## src/rtl/rsp_pkg.sv

```systemverilog
// Constants shared by the two-wire serial port: frame layout, baud limits, timing.
// Assumes a single 20 MHz system clock drives every file that imports it.
`default_nettype none
package rsp_pkg;
    localparam int unsigned CLOCK_HZ      = 20_000_000;
    localparam int unsigned BAUD_MIN      = 300;
    localparam int unsigned BAUD_MAX      = 250_000;
    localparam int unsigned DATA_BITS     = 8;
    // Divider for 16x oversampling: clocks per sixteenth of a bit
    localparam int unsigned OVS           = 16;
    localparam int unsigned DIV_MIN       = CLOCK_HZ / (BAUD_MAX * OVS);
    localparam int unsigned DIV_MAX       = CLOCK_HZ / (BAUD_MIN * OVS);
    localparam int unsigned DIV_W         = 16;
    localparam logic [15:0] DIV_RESET     = 16'h0005; // 250 kbaud at reset
    localparam logic [3:0]  OVS_MID       = 4'h7;     // Tick at bit centre
    localparam logic [3:0]  OVS_LAST      = 4'hF;
    localparam logic        START_LEVEL   = 1'b0;
    localparam logic        STOP_LEVEL    = 1'b1;
    localparam int unsigned BUF_DEPTH     = 16;
endpackage
`default_nettype wire

```

## src/rtl/rsp_baud_gen.sv

```systemverilog
// Baud tick divider: one-cycle pulse at sixteen times the bit rate.
// Assumes the divisor input is held stable by the parent between changes.
`timescale 1ns/100ps
`default_nettype none
module rsp_baud_gen
    import rsp_pkg::*;
(
    input  wire logic             clock,
    input  wire logic             rst_b,
    input  wire logic [DIV_W-1:0] divisor,
    output var  logic             tick
);
    logic [DIV_W-1:0] cnt_q;
    logic [DIV_W-1:0] cnt_d;
    logic             tick_d;

    // Count down, reload on zero; divisor of zero behaves as one
    always_comb begin
        tick_d = (cnt_q == '0);
        cnt_d  = tick_d ? (divisor == '0 ? '0 : divisor - 1'b1) : cnt_q - 1'b1;
    end

    always_ff @(posedge clock or negedge rst_b) begin
        if (!rst_b) begin
            cnt_q <= '0;
            tick  <= 1'b0;
        end else begin
            cnt_q <= cnt_d;
            tick  <= tick_d;
        end
    end
endmodule
`default_nettype wire

```

## src/rtl/rsp_serial_port.sv

```systemverilog
// Two-wire serial port: 8N1 transmitter, receiver, optional receive buffer, driver control.
// Assumes an external transceiver; all inputs synchronous to clock.
`timescale 1ns/100ps
`default_nettype none
// Functional notes
// - Frames carry eight data bits, no parity, one stop bit.
// - Shared baud divisor covers 300 to 250K baud.
// - Start bit drives 0, stop bit drives 1.
// - Frame is start, eight data, stop, nothing else.
// - Data sent and received least significant bit first.
// - Receiver and transmitter run independently, full duplex.
// - Single-byte receive or background buffered receive mode.
// - Same port carries bus traffic and programming traffic.
// - Turnaround is input only, driven by host in slave mode.
// - Active-low external reset resets the whole block.
module rsp_serial_port
    import rsp_pkg::*;
#(
    parameter int unsigned DEPTH = BUF_DEPTH
)(
    input  wire logic             clock,
    input  wire logic             rst_b,
    input  wire logic [DIV_W-1:0] baud_divisor,
    input  wire logic             master_mode,
    input  wire logic             buffered_mode,
    input  wire logic             turnaround,
    input  wire logic             serial_receive_line,
    output var  logic             serial_transmit_line,
    output var  logic             driver_enable,
    input  wire logic             tx_valid,
    input  wire logic [7:0]       tx_data,
    output var  logic             tx_ready,
    output var  logic             rx_valid,
    output var  logic [7:0]       rx_data,
    input  wire logic             rx_ready,
    output var  logic             rx_framing_error,
    output var  logic             rx_overrun
);
    localparam int unsigned AW = $clog2(DEPTH);

    // Pointer wrap relies on a power-of-two depth
    if (DEPTH < 2 || (DEPTH & (DEPTH - 1)) != 0) begin : g_depth_check
        $error("DEPTH must be a power of two, at least 2");
    end

    typedef enum logic [1:0] {RSP_IDLE, RSP_START, RSP_DATA, RSP_STOP} rsp_state_type;

    // Shared divisor clamped to the supported rate span
    logic [DIV_W-1:0] div_use;
    logic             tick;
    always_comb begin
        div_use = baud_divisor;
        if (baud_divisor < DIV_W'(DIV_MIN)) div_use = DIV_W'(DIV_MIN);
        if (baud_divisor > DIV_W'(DIV_MAX)) div_use = DIV_W'(DIV_MAX);
    end

    rsp_baud_gen u_baud (
        .clock   (clock),
        .rst_b   (rst_b),
        .divisor (div_use),
        .tick    (tick)
    );

    // ---------------- Transmitter ----------------
    rsp_state_type tx_st_q, tx_st_d;
    logic [3:0]    tx_ovs_q, tx_ovs_d;
    logic [2:0]    tx_bit_q, tx_bit_d;
    logic [7:0]    tx_sh_q, tx_sh_d;
    logic          tx_line_d, tx_rdy_d;

    // Frame sequencer; line held at stop level when idle
    always_comb begin
        tx_st_d   = tx_st_q;
        tx_ovs_d  = tx_ovs_q;
        tx_bit_d  = tx_bit_q;
        tx_sh_d   = tx_sh_q;
        tx_line_d = serial_transmit_line;
        tx_rdy_d  = tx_ready;
        case (tx_st_q)
            RSP_IDLE: begin
                tx_line_d = STOP_LEVEL;
                if (tx_valid && tx_ready) begin
                    tx_sh_d   = tx_data;
                    tx_rdy_d  = 1'b0;
                    tx_ovs_d  = '0;
                    tx_st_d   = RSP_START;
                    tx_line_d = START_LEVEL;
                end
            end
            RSP_START: begin
                if (tick) begin
                    tx_ovs_d = tx_ovs_q + 1'b1;
                    if (tx_ovs_q == OVS_LAST) begin
                        tx_st_d   = RSP_DATA;
                        tx_bit_d  = '0;
                        tx_line_d = tx_sh_q[0];
                    end
                end
            end
            RSP_DATA: begin
                if (tick) begin
                    tx_ovs_d = tx_ovs_q + 1'b1;
                    if (tx_ovs_q == OVS_LAST) begin
                        tx_sh_d  = {1'b0, tx_sh_q[7:1]};
                        tx_bit_d = tx_bit_q + 1'b1;
                        if (tx_bit_q == 3'(DATA_BITS - 1)) begin
                            tx_st_d   = RSP_STOP;
                            tx_line_d = STOP_LEVEL;
                        end else begin
                            tx_line_d = tx_sh_q[1];
                        end
                    end
                end
            end
            RSP_STOP: begin
                if (tick && tx_ovs_q == OVS_LAST) begin
                    tx_st_d  = RSP_IDLE;
                    tx_rdy_d = 1'b1;
                end else if (tick) begin
                    tx_ovs_d = tx_ovs_q + 1'b1;
                end
            end
            default: tx_st_d = RSP_IDLE;
        endcase
    end

    always_ff @(posedge clock or negedge rst_b) begin
        if (!rst_b) begin
            tx_st_q              <= RSP_IDLE;
            tx_ovs_q             <= '0;
            tx_bit_q             <= '0;
            tx_sh_q              <= '0;
            serial_transmit_line <= STOP_LEVEL;
            tx_ready             <= 1'b1;
        end else begin
            tx_st_q              <= tx_st_d;
            tx_ovs_q             <= tx_ovs_d;
            tx_bit_q             <= tx_bit_d;
            tx_sh_q              <= tx_sh_d;
            serial_transmit_line <= tx_line_d;
            tx_ready             <= tx_rdy_d;
        end
    end

    // Driver enable: host steers it in slave mode, own activity as master
    logic de_d;
    always_comb begin
        if (master_mode) de_d = (tx_st_d != RSP_IDLE);
        else             de_d = turnaround;
    end

    always_ff @(posedge clock or negedge rst_b) begin
        if (!rst_b) driver_enable <= 1'b0;
        else        driver_enable <= de_d;
    end

    // ---------------- Receiver (independent of transmitter) ----------------
    rsp_state_type rx_st_q, rx_st_d;
    logic [3:0]    rx_ovs_q, rx_ovs_d;
    logic [2:0]    rx_bit_q, rx_bit_d;
    logic [7:0]    rx_sh_q, rx_sh_d;
    logic          rx_prev_q;
    logic          byte_done, frame_err_ev;

    // Start edge, centre sampling, stop check; same port for any traffic
    always_comb begin
        rx_st_d      = rx_st_q;
        rx_ovs_d     = rx_ovs_q;
        rx_bit_d     = rx_bit_q;
        rx_sh_d      = rx_sh_q;
        byte_done    = 1'b0;
        frame_err_ev = 1'b0;
        case (rx_st_q)
            RSP_IDLE: begin
                if (rx_prev_q && !serial_receive_line) begin
                    rx_st_d  = RSP_START;
                    rx_ovs_d = '0;
                end
            end
            RSP_START: begin
                if (tick) begin
                    rx_ovs_d = rx_ovs_q + 1'b1;
                    if (rx_ovs_q == OVS_MID) begin
                        // Glitch shorter than half a bit is not a start
                        if (serial_receive_line != START_LEVEL) rx_st_d = RSP_IDLE;
                        else begin
                            rx_st_d  = RSP_DATA;
                            rx_ovs_d = '0;
                            rx_bit_d = '0;
                        end
                    end
                end
            end
            RSP_DATA: begin
                if (tick) begin
                    rx_ovs_d = rx_ovs_q + 1'b1;
                    if (rx_ovs_q == OVS_LAST) begin
                        rx_sh_d  = {serial_receive_line, rx_sh_q[7:1]};
                        rx_bit_d = rx_bit_q + 1'b1;
                        if (rx_bit_q == 3'(DATA_BITS - 1)) rx_st_d = RSP_STOP;
                    end
                end
            end
            RSP_STOP: begin
                if (tick) begin
                    rx_ovs_d = rx_ovs_q + 1'b1;
                    if (rx_ovs_q == OVS_LAST) begin
                        rx_st_d      = RSP_IDLE;
                        byte_done    = (serial_receive_line == STOP_LEVEL);
                        frame_err_ev = (serial_receive_line != STOP_LEVEL);
                    end
                end
            end
            default: rx_st_d = RSP_IDLE;
        endcase
    end

    always_ff @(posedge clock or negedge rst_b) begin
        if (!rst_b) begin
            rx_st_q   <= RSP_IDLE;
            rx_ovs_q  <= '0;
            rx_bit_q  <= '0;
            rx_sh_q   <= '0;
            rx_prev_q <= 1'b1;
        end else begin
            rx_st_q   <= rx_st_d;
            rx_ovs_q  <= rx_ovs_d;
            rx_bit_q  <= rx_bit_d;
            rx_sh_q   <= rx_sh_d;
            rx_prev_q <= serial_receive_line;
        end
    end

    // ---------------- Receive holding: single byte or buffered ----------------
    logic [7:0]  buf_mem [DEPTH];
    logic [AW:0] wr_q, wr_d, rd_q, rd_d;
    logic        full, empty, pop, push;
    logic        rxv_d, fe_d, ov_d;
    logic [7:0]  rxd_d;

    // Single-byte mode uses one slot; buffered mode fills the whole array
    always_comb begin
        empty = (wr_q == rd_q);
        full  = buffered_mode ? (wr_q - rd_q == (AW+1)'(DEPTH)) : !empty;
        pop   = rx_valid && rx_ready;
        push  = byte_done && !full;
        wr_d  = wr_q + (AW+1)'(push);
        rd_d  = rd_q + (AW+1)'(pop);
        rxv_d = (wr_d != rd_d);
        rxd_d = (wr_d != rd_d) ? ((push && empty) || (pop && rd_d == wr_q) ? rx_sh_q
                                                 : buf_mem[rd_d[AW-1:0]]) : rx_data;
        fe_d  = rx_framing_error | frame_err_ev; // Sticky until reset
        ov_d  = rx_overrun | (byte_done && full);
    end

    always_ff @(posedge clock) begin
        if (push) buf_mem[wr_q[AW-1:0]] <= rx_sh_q;
    end

    always_ff @(posedge clock or negedge rst_b) begin
        if (!rst_b) begin
            wr_q             <= '0;
            rd_q             <= '0;
            rx_valid         <= 1'b0;
            rx_data          <= '0;
            rx_framing_error <= 1'b0;
            rx_overrun       <= 1'b0;
        end else begin
            wr_q             <= wr_d;
            rd_q             <= rd_d;
            rx_valid         <= rxv_d;
            rx_data          <= rxd_d;
            rx_framing_error <= fe_d;
            rx_overrun       <= ov_d;
        end
    end
endmodule
`default_nettype wire

```

## config.mk

```make
export PLATFORM = sky130hd
export DESIGN_NAME = rsp_serial_port
export DESIGN_NICKNAME = d
export VERILOG_FILES = /design/src/rtl/rsp_pkg.sv /design/src/rtl/rsp_baud_gen.sv /design/src/rtl/rsp_serial_port.sv
export SDC_FILE = /design/constraint.sdc
export NUM_CORES = 1
export LEC_CHECK = 0
export BUFFER_PORTS_ARGS = -buffer_cell sky130_fd_sc_hd__buf_2
export CAP_MARGIN = 40
export CORE_MARGIN = 1
export CORE_UTILIZATION = 45
export DETAILED_ROUTE_END_ITERATION = 8
export PLACE_DENSITY_LB_ADDON = 0.25
export SLEW_MARGIN = 20
export SYNTH_ARGS = -nofsm -noshare
export SYNTH_HDL_FRONTEND = slang
export SYNTH_SLANG_ARGS = --single-unit
export TNS_END_PERCENT = 10
```

## constraint.sdc

```tcl
create_clock -name clock -period 4.85 [get_ports clock]
set_clock_uncertainty 0.2 [all_clocks]
set_input_delay 0.97 -clock clock [delete_from_list [all_inputs] [get_ports clock]]
set_output_delay 0.97 -clock clock [all_outputs]
set_load 0.05 [all_outputs]
```

## After elaboration in Yosys (flattened, before gate mapping)

Memories as Yosys holds them, arrays and structs flattened.
Index checks and enable logic that the tools add are counted.

| storage, ports and cells | value |
|---|---|
| memories kept | 1 |
| logic and storage cells | 168 |
| register bits | 76 |
| output and inout port bits | 14 |
| memory bits (writable) | 128 |

Memories:

| name | words | width | rd ports | clocked after Yosys merged registers in | write ports | RTL line | text |
|---|---|---|---|---|---|---|---|
| buf_mem | 16 | 8 | 1 | 0 | 1 | rsp_serial_port.sv:235 | `logic [7:0] buf_mem [DEPTH];` |

| cells by class | value |
|---|---|
| bitwise gates (word level) | 3 |
| eq/ne operators | 32 |
| reductions and logical operators | 33 |
| magnitude comparators | 2 |
| add/subtract/negate cells | 9 |
| mux-type cells | 68 |

Operators with widths:

| operator | count |
|---|---|
| 2-to-1 mux 16 bit | 4 |
| logical NOT 16 bit | 2 |
| 2-to-1 mux 2 bit | 16 |
| 2-to-1 mux 4 bit | 8 |
| 2-to-1 mux 8 bit | 4 |
| subtractor 16 x 1 -> 16 bit (second input constant) | 2 |
| 2-to-1 mux 3 bit | 9 |
| one-hot mux 4 bit (3 select lines) | 2 |
| != test 2 bit (second input constant) | 11 |
| 2-to-1 mux 1 bit | 18 |
| greater-than comparator 16 x 13 -> 1 bit (second input constant) | 1 |
| less-than comparator 16 x 3 -> 1 bit (second input constant) | 1 |
| one-hot mux 2 bit (4 select lines) | 2 |
| one-hot mux 8 bit (2 select lines) | 1 |
| != test 2 x 1 -> 1 bit (second input constant) | 6 |
| one-hot mux 3 bit (2 select lines) | 2 |
| adder 5 x 1 -> 5 bit | 2 |
| == test 5 bit | 2 |
| AND reduction 5 bit | 2 |
| nonzero test 2 bit | 5 |
| AND reduction 3 bit | 3 |
| adder 4 x 1 -> 4 bit (second input constant) | 2 |
| == test 2 bit (second input constant) | 4 |
| == test 4 bit (second input constant) | 2 |
| 21 further kinds | 36 |

## Longest topological paths before layout

| depth | value |
|---|---|
| word-level depth | 8 |
| mapped depth | 19 |
| mapped depth without buffers | 16 |

## Hierarchy

A second synthesis with hierarchy kept.

| second synthesis, totals | value |
|---|---|
| cells, all modules | 672 |
| area, all modules | 9432.8 µm² |

By module, submodules not included:

| module | sequential area each (µm²) | instances | cells each | area an instance (µm²) |
|---|---|---|---|---|
| rsp_serial_port | 5323.9 | 1 | 540 | 8237.9 |
| rsp_baud_gen | 425.4 | 1 | 132 | 1194.9 |

## Least setup slack after synthesis

OpenSTA, ideal clock, no wires.

| timing path | value |
|---|---|
| path type | register -> register |
| start point | register wr_q[1] |
| end point | register rx_data[6] |
| cell stages (with the launch flop) | 18 |
| path slack | 0.916 ns |
| required time | 4.524 ns |
| library setup time | 0.126 ns |
| period minus slack after synthesis | 3.934 ns |
| arrival | 3.608 ns |
| buffers on the path | 2 |
| cells stage by stage | dfrtp_1 ha_1 nor2b_1 or4b_1 a21boi_0 o2111ai_1 o211ai_2 buf_2 inv_1 ha_1 ha_1 xor2_1 xor2_1 nor3_1 nand4b_2 buf_2 nor2_1 a21oi_1 |

| between the ends | value |
|---|---|
| elaborated cells on any way between the ends | 14 |
| those cells by class | add/sub: 2; eq/ne: 4; mux: 2; reduce/logical: 6 |

RTL lines:

| what | RTL line | text |
|---|---|---|
| start: declaration | rsp_serial_port.sv:236 | `logic [AW:0] wr_q, wr_d, rd_q, rd_d;` |
| start signal: assignment | rsp_serial_port.sv:269 | `wr_q <= wr_d;` |
| subtractor 5 bit or == test 5 bit (tied branches) | rsp_serial_port.sv:244, rsp_serial_port.sv:243 |  |
| == test 5 bit or logical NOT 1 bit (tied branches) | rsp_serial_port.sv:244 | `full = buffered_mode ? (wr_q - rd_q == (AW+1)'(DEPTH)) : !empty;` |
| 2-to-1 mux 1 bit | rsp_serial_port.sv:244 |  |
| logical NOT 1 bit | rsp_serial_port.sv:246 | `push = byte_done && !full;` |
| logical AND 1 bit | rsp_serial_port.sv:246 |  |
| adder 5 x 1 -> 5 bit * | rsp_serial_port.sv:247 | `wr_d = wr_q + (AW+1)'(push);` |
| via wr_d[2] | rsp_serial_port.sv:236 |  |
| != test 5 bit * | - |  |
| via rxv_d | rsp_serial_port.sv:238 | `logic rxv_d, fe_d, ov_d;` |
| end signal: assignment | rsp_serial_port.sv:272 | `rx_data <= rxd_d;` |
| end: declaration | rsp_serial_port.sv:34 | `output var logic [7:0] rx_data,` |

The timed path passes the listed nets; every way through them passes the cells marked *.
A chain may end at the register's enable or synchronous reset.

## Worst setup path after layout

| timing path | value |
|---|---|
| start point | register wr_q[2] |
| end point | register rx_data[6] |

| between the ends | value |
|---|---|
| elaborated cells on any way between the ends | 14 |
| those cells by class | add/sub: 2; eq/ne: 4; mux: 2; reduce/logical: 6 |

RTL lines:

| what | RTL line | text |
|---|---|---|
| subtractor 5 bit or == test 5 bit (tied branches) | rsp_serial_port.sv:244, rsp_serial_port.sv:243 |  |
| == test 5 bit or logical NOT 1 bit (tied branches) | rsp_serial_port.sv:244 |  |
| 2-to-1 mux 1 bit | rsp_serial_port.sv:244 |  |
| logical NOT 1 bit | rsp_serial_port.sv:246 |  |
| logical AND 1 bit | rsp_serial_port.sv:246 |  |
| adder 5 x 1 -> 5 bit * | rsp_serial_port.sv:247 |  |
| via wr_d[2] | rsp_serial_port.sv:236 |  |
| != test 5 bit * | rsp_serial_port.sv:250 | `rxd_d = (wr_d != rd_d) ? ((push && empty) \|\| (pop && rd_d == wr_q) ? rx_sh_q` |

Marks and branches as above.

==> results.md <==
- Largest family of logic cells by synthesized area: multiplexers
- Dpl hpwl: 12,700 µm
- Reg-to-Reg Start: wr_q[2]$_DFF_PN0_
- Placed standard-cell area: roughly 10,000 µm²
- Slew @ Worst Pin: 0.730 ns
- Crit-path max FO: 17
- First-pass GRT wire length: 31,200 µm
- Mux share of post-synthesis cell area: 0.118
- Sequential-to-total area share from yosys stat: 0.611
- Critical path class: flip-flop to flip-flop
- Global Route Usage Sum: 0.184
- Root buf cell: clkbuf_16
- Setup Viol. Count Final: 0
- Register-to-register path setup slack: 0.52 ns
- Top-count cell post-synth: edfxtp_1
- Yosys reg bits: 204
- R2R Path End: rx_data[6]$_DFFE_PN0P_
- Achievable frequency: 231 MHz
- Power Dens Cells: 351 nW/µm²
- Register-to-Register Path Depth: 15
- Synth warn: 0
- Area leader, netlist: edfxtp_1
- Slowest-stage cell, CP: dfrtp_1
- WP data arrival: 4.50 ns
- Min-Delay Path Class: input pin to async pin
- Final Net Count: between 800 and 900
- DR WL/cell: 18.5 µm
- Synth Area in Adders: 0.0292
- Crit path time final: between 4 and 5 ns
- Req. time, crit path: 5.02 ns
- Synth area leaders: edfxtp_1 (41%), dfrtp_1 (19%), mux4_2 (7.7%), ha_1 (2.9%), mux2i_1 (2.9%)
- Clock slew at the register clock pins of the worst setup and hold paths: 0.06 ns
- RSZ-0062 raised after global routing: false
- Mapped Cells: 683
- Most common cell on crit path: ha_1
- Clock share of power: 0.455
- Share of cells above drive strength 1: 0.216
- Clk_lat worst skew: 0.50 ns
- Antenna violations before repair: 0
- Via/cell ratio: 5.57
- Die height: approximately 150 µm
- I/O pins: 46
- DR DRC count: 0
- Number of CTS-inserted buffers: 23
- Power share of the combinational group: 0.043
- Share of the synthesized area in the top cell type: 0.408
- PortBufs: 45
- Hold Buf Count CTS: 0
- Max Cap Viol: 0
- Distinct cells, synth: 68
- Vias in the first global route: 5,907
- Sequential share of power: 0.502
- Final wirelength: 19,100 µm
- Final worst path period share: 0.893
- Antenna Nets Post-Route: 0
- Worst slack, placed: 0.566 ns
- Switching Share: 0.211
- Syn_area_per_cell: 13.8 µm²
- EDFF count, synth: 128
- Slew Viols, Final: 0
- GRT overflow: 0
- Psw: 801 µW
- Relative slew margins: 0.513
- Pleak: 0.00444 µW
- Int Pwr: 2990 µW
- Crit start category: flip-flop
- Row cnt: 52
- Status: complete, no violations
- Area share of xor/xnor cells in the synthesized design: 0.0315
- Design Area, Final: 10,800 µm²
- Setup crit start: wr_q[2]$_DFF_PN0_
- Vias: 5,765
- DR iter-0 viols: 325
- VDD IR max: 214 µV
- Die Area: around 22,000 µm²
- Post-cts gate resize count: 0
- CP endpoint kind: flip-flop
- Synth Area in Compound Gates: 0.0786
- CP max stage delay: 0.67 ns
- Htree depth: 1
- Final Wtd Congestion: 0.839
- CTS Buffer Depth: 3
- Fraction of registers with async set or reset after synthesis: 0.373
- Post-synth top flop: edfxtp_1
- Router iterations before antenna repair: 4
- Final hold violations: 0
- ANT cells: 0
- Pin count of the biggest net entering global routing: 57
- Setup TNS: 0 ns
- Post-CTS setup repair buffer count: 0
- Area Overhead vs Synth: 14.8%
- CP endpoint: rx_data[6]$_DFFE_PN0P_
- Critical path cell sequence: ha_1 -> or4b_1 -> a21boi_0 -> o2111ai_1 -> o211ai_2 -> buf_4 -> inv_1 -> ha_1 -> ha_1 -> xor2_1 -> xor2_1 -> nor3_1 -> nand4b_2 -> nor2_1 -> a21oi_1
- Chip Width: 147 µm
- CTS Sinks: 204
- Fin worst setup slack: 0.520 ns
- CTS tree: yes
- Simple-Gate Fraction of Synth Area: 0.107
- Syn_nets: 737
- Mapped cell area: 9410 µm²
- Commonest cells in the synthesized netlist: edfxtp_1 (128), dfrtp_1 (73), nor2_1 (54)
- Core area: 20,400 µm²
- Initial core utilization: 0.462
[through the flow]
step | utilization | hold WS (ns) | cells | total power, µW
finish | 0.531 | 0.157 | 1035 | 3790
floorplan | - | 0.239 | 683 | 2030
CTS | 0.530 | 0.148 | 1034 | 3820
global placement | 0.491 | 0.244 | 989 | 2090
detailed placement | 0.493 | 0.263 | 992 | 2100
global route | 0.531 | 0.159 | 1035 | 3930
[kinds of logic after synthesis]
group / Yosys count
xor+xnor: 33
buf+inv: 50
fa+ha+maj: 22
simple gates: 191
mux: 70
compound gates: 113
flops: 204
[flip-flops by register name (all words and copies together) (netlist names), 2 cells and up, named ones only]
register / count
buf_mem: 128
rd_q: 5
rx_bit_q: 3
rx_data: 8
rx_ovs_q: 4
rx_sh_q: 8
tx_bit_q: 3
tx_ovs_q: 4
tx_sh_q: 8
tx_st_q: 2
u_baud.cnt_q: 16
wr_q: 5
[worst max-delay path: cells and delay by family, from the launching register on]
kind,cells,cell delay (ns)
flops,1,0.67
simple gates,4,1.37
buf+inv,2,0.28
fa+ha+maj,3,0.75
xor+xnor,2,0.33
compound gates,4,0.59
[power groups by stage]
stage | logic (µW) | clock network, µW | registers (µW)
2_1_floorplan | 104 | 0 | 1930
3_5_place_dp | 164 | 0 | 1940
3_3_place_gp | 154 | 0 | 1930
6_report | 164 | 1720 | 1900
4_1_cts | 167 | 1750 | 1900
5_1_grt | 186 | 1840 | 1910
[routing by layer]
metal | wire (µm) | global-route usage | vias up
met4 | 208 | 0.0401 | 0
met1 | 8340 | 0.246 | 2880
li1 | - | - | 2726
met3 | 923 | 0.0266 | 18
met2 | 9640 | 0.317 | 141
met5 | 0 | 0 | -
[cell type report]
class                           count  area [µm²]
Fill cell                        1700        9560
Sequential cell                   204        5750
Multi-Input combinational cell    429        3440
Clock buffer                       29         608
Timing Repair Buffer               71         447
Tap cell                          270         338
Clock inverter                     13         153
Inverter                           19        71.3
[how the worst min path moves through the flow]
| stage | to | cells past startpoint |
|---|---|---|
| floorplan | u_baud.cnt_q[0]$_DFF_PN0_ | 1 |
| global placement | rx_overrun$_DFF_PN0_ | 1 |
| detailed placement | u_baud.cnt_q[13]$_DFF_PN0_ | 1 |
| CTS | wr_q[1]$_DFF_PN0_ | 1 |
| global route | wr_q[1]$_DFF_PN0_ | 1 |
| finish | wr_q[1]$_DFF_PN0_ | 1 |
[cell usage in the layout (no fill, tap or decap), drive strengths merged, types with 16 or more instances in the layout]
cell type  netlist  routed
nand3           19      19
inv             18      20
dfrtp           73      73
clkbuf          15      29
xnor2           17      17
a21oi           38      38
ha              22      22
nor2            54      54
edfxtp         128     128
xor2            16      16
o21ai           22      22
mux4            32      32
nor3            23      23
buf             16      71
mux2i           27      27
nand2           35      35
No activity file was read; power rests on OpenSTA's default activity.
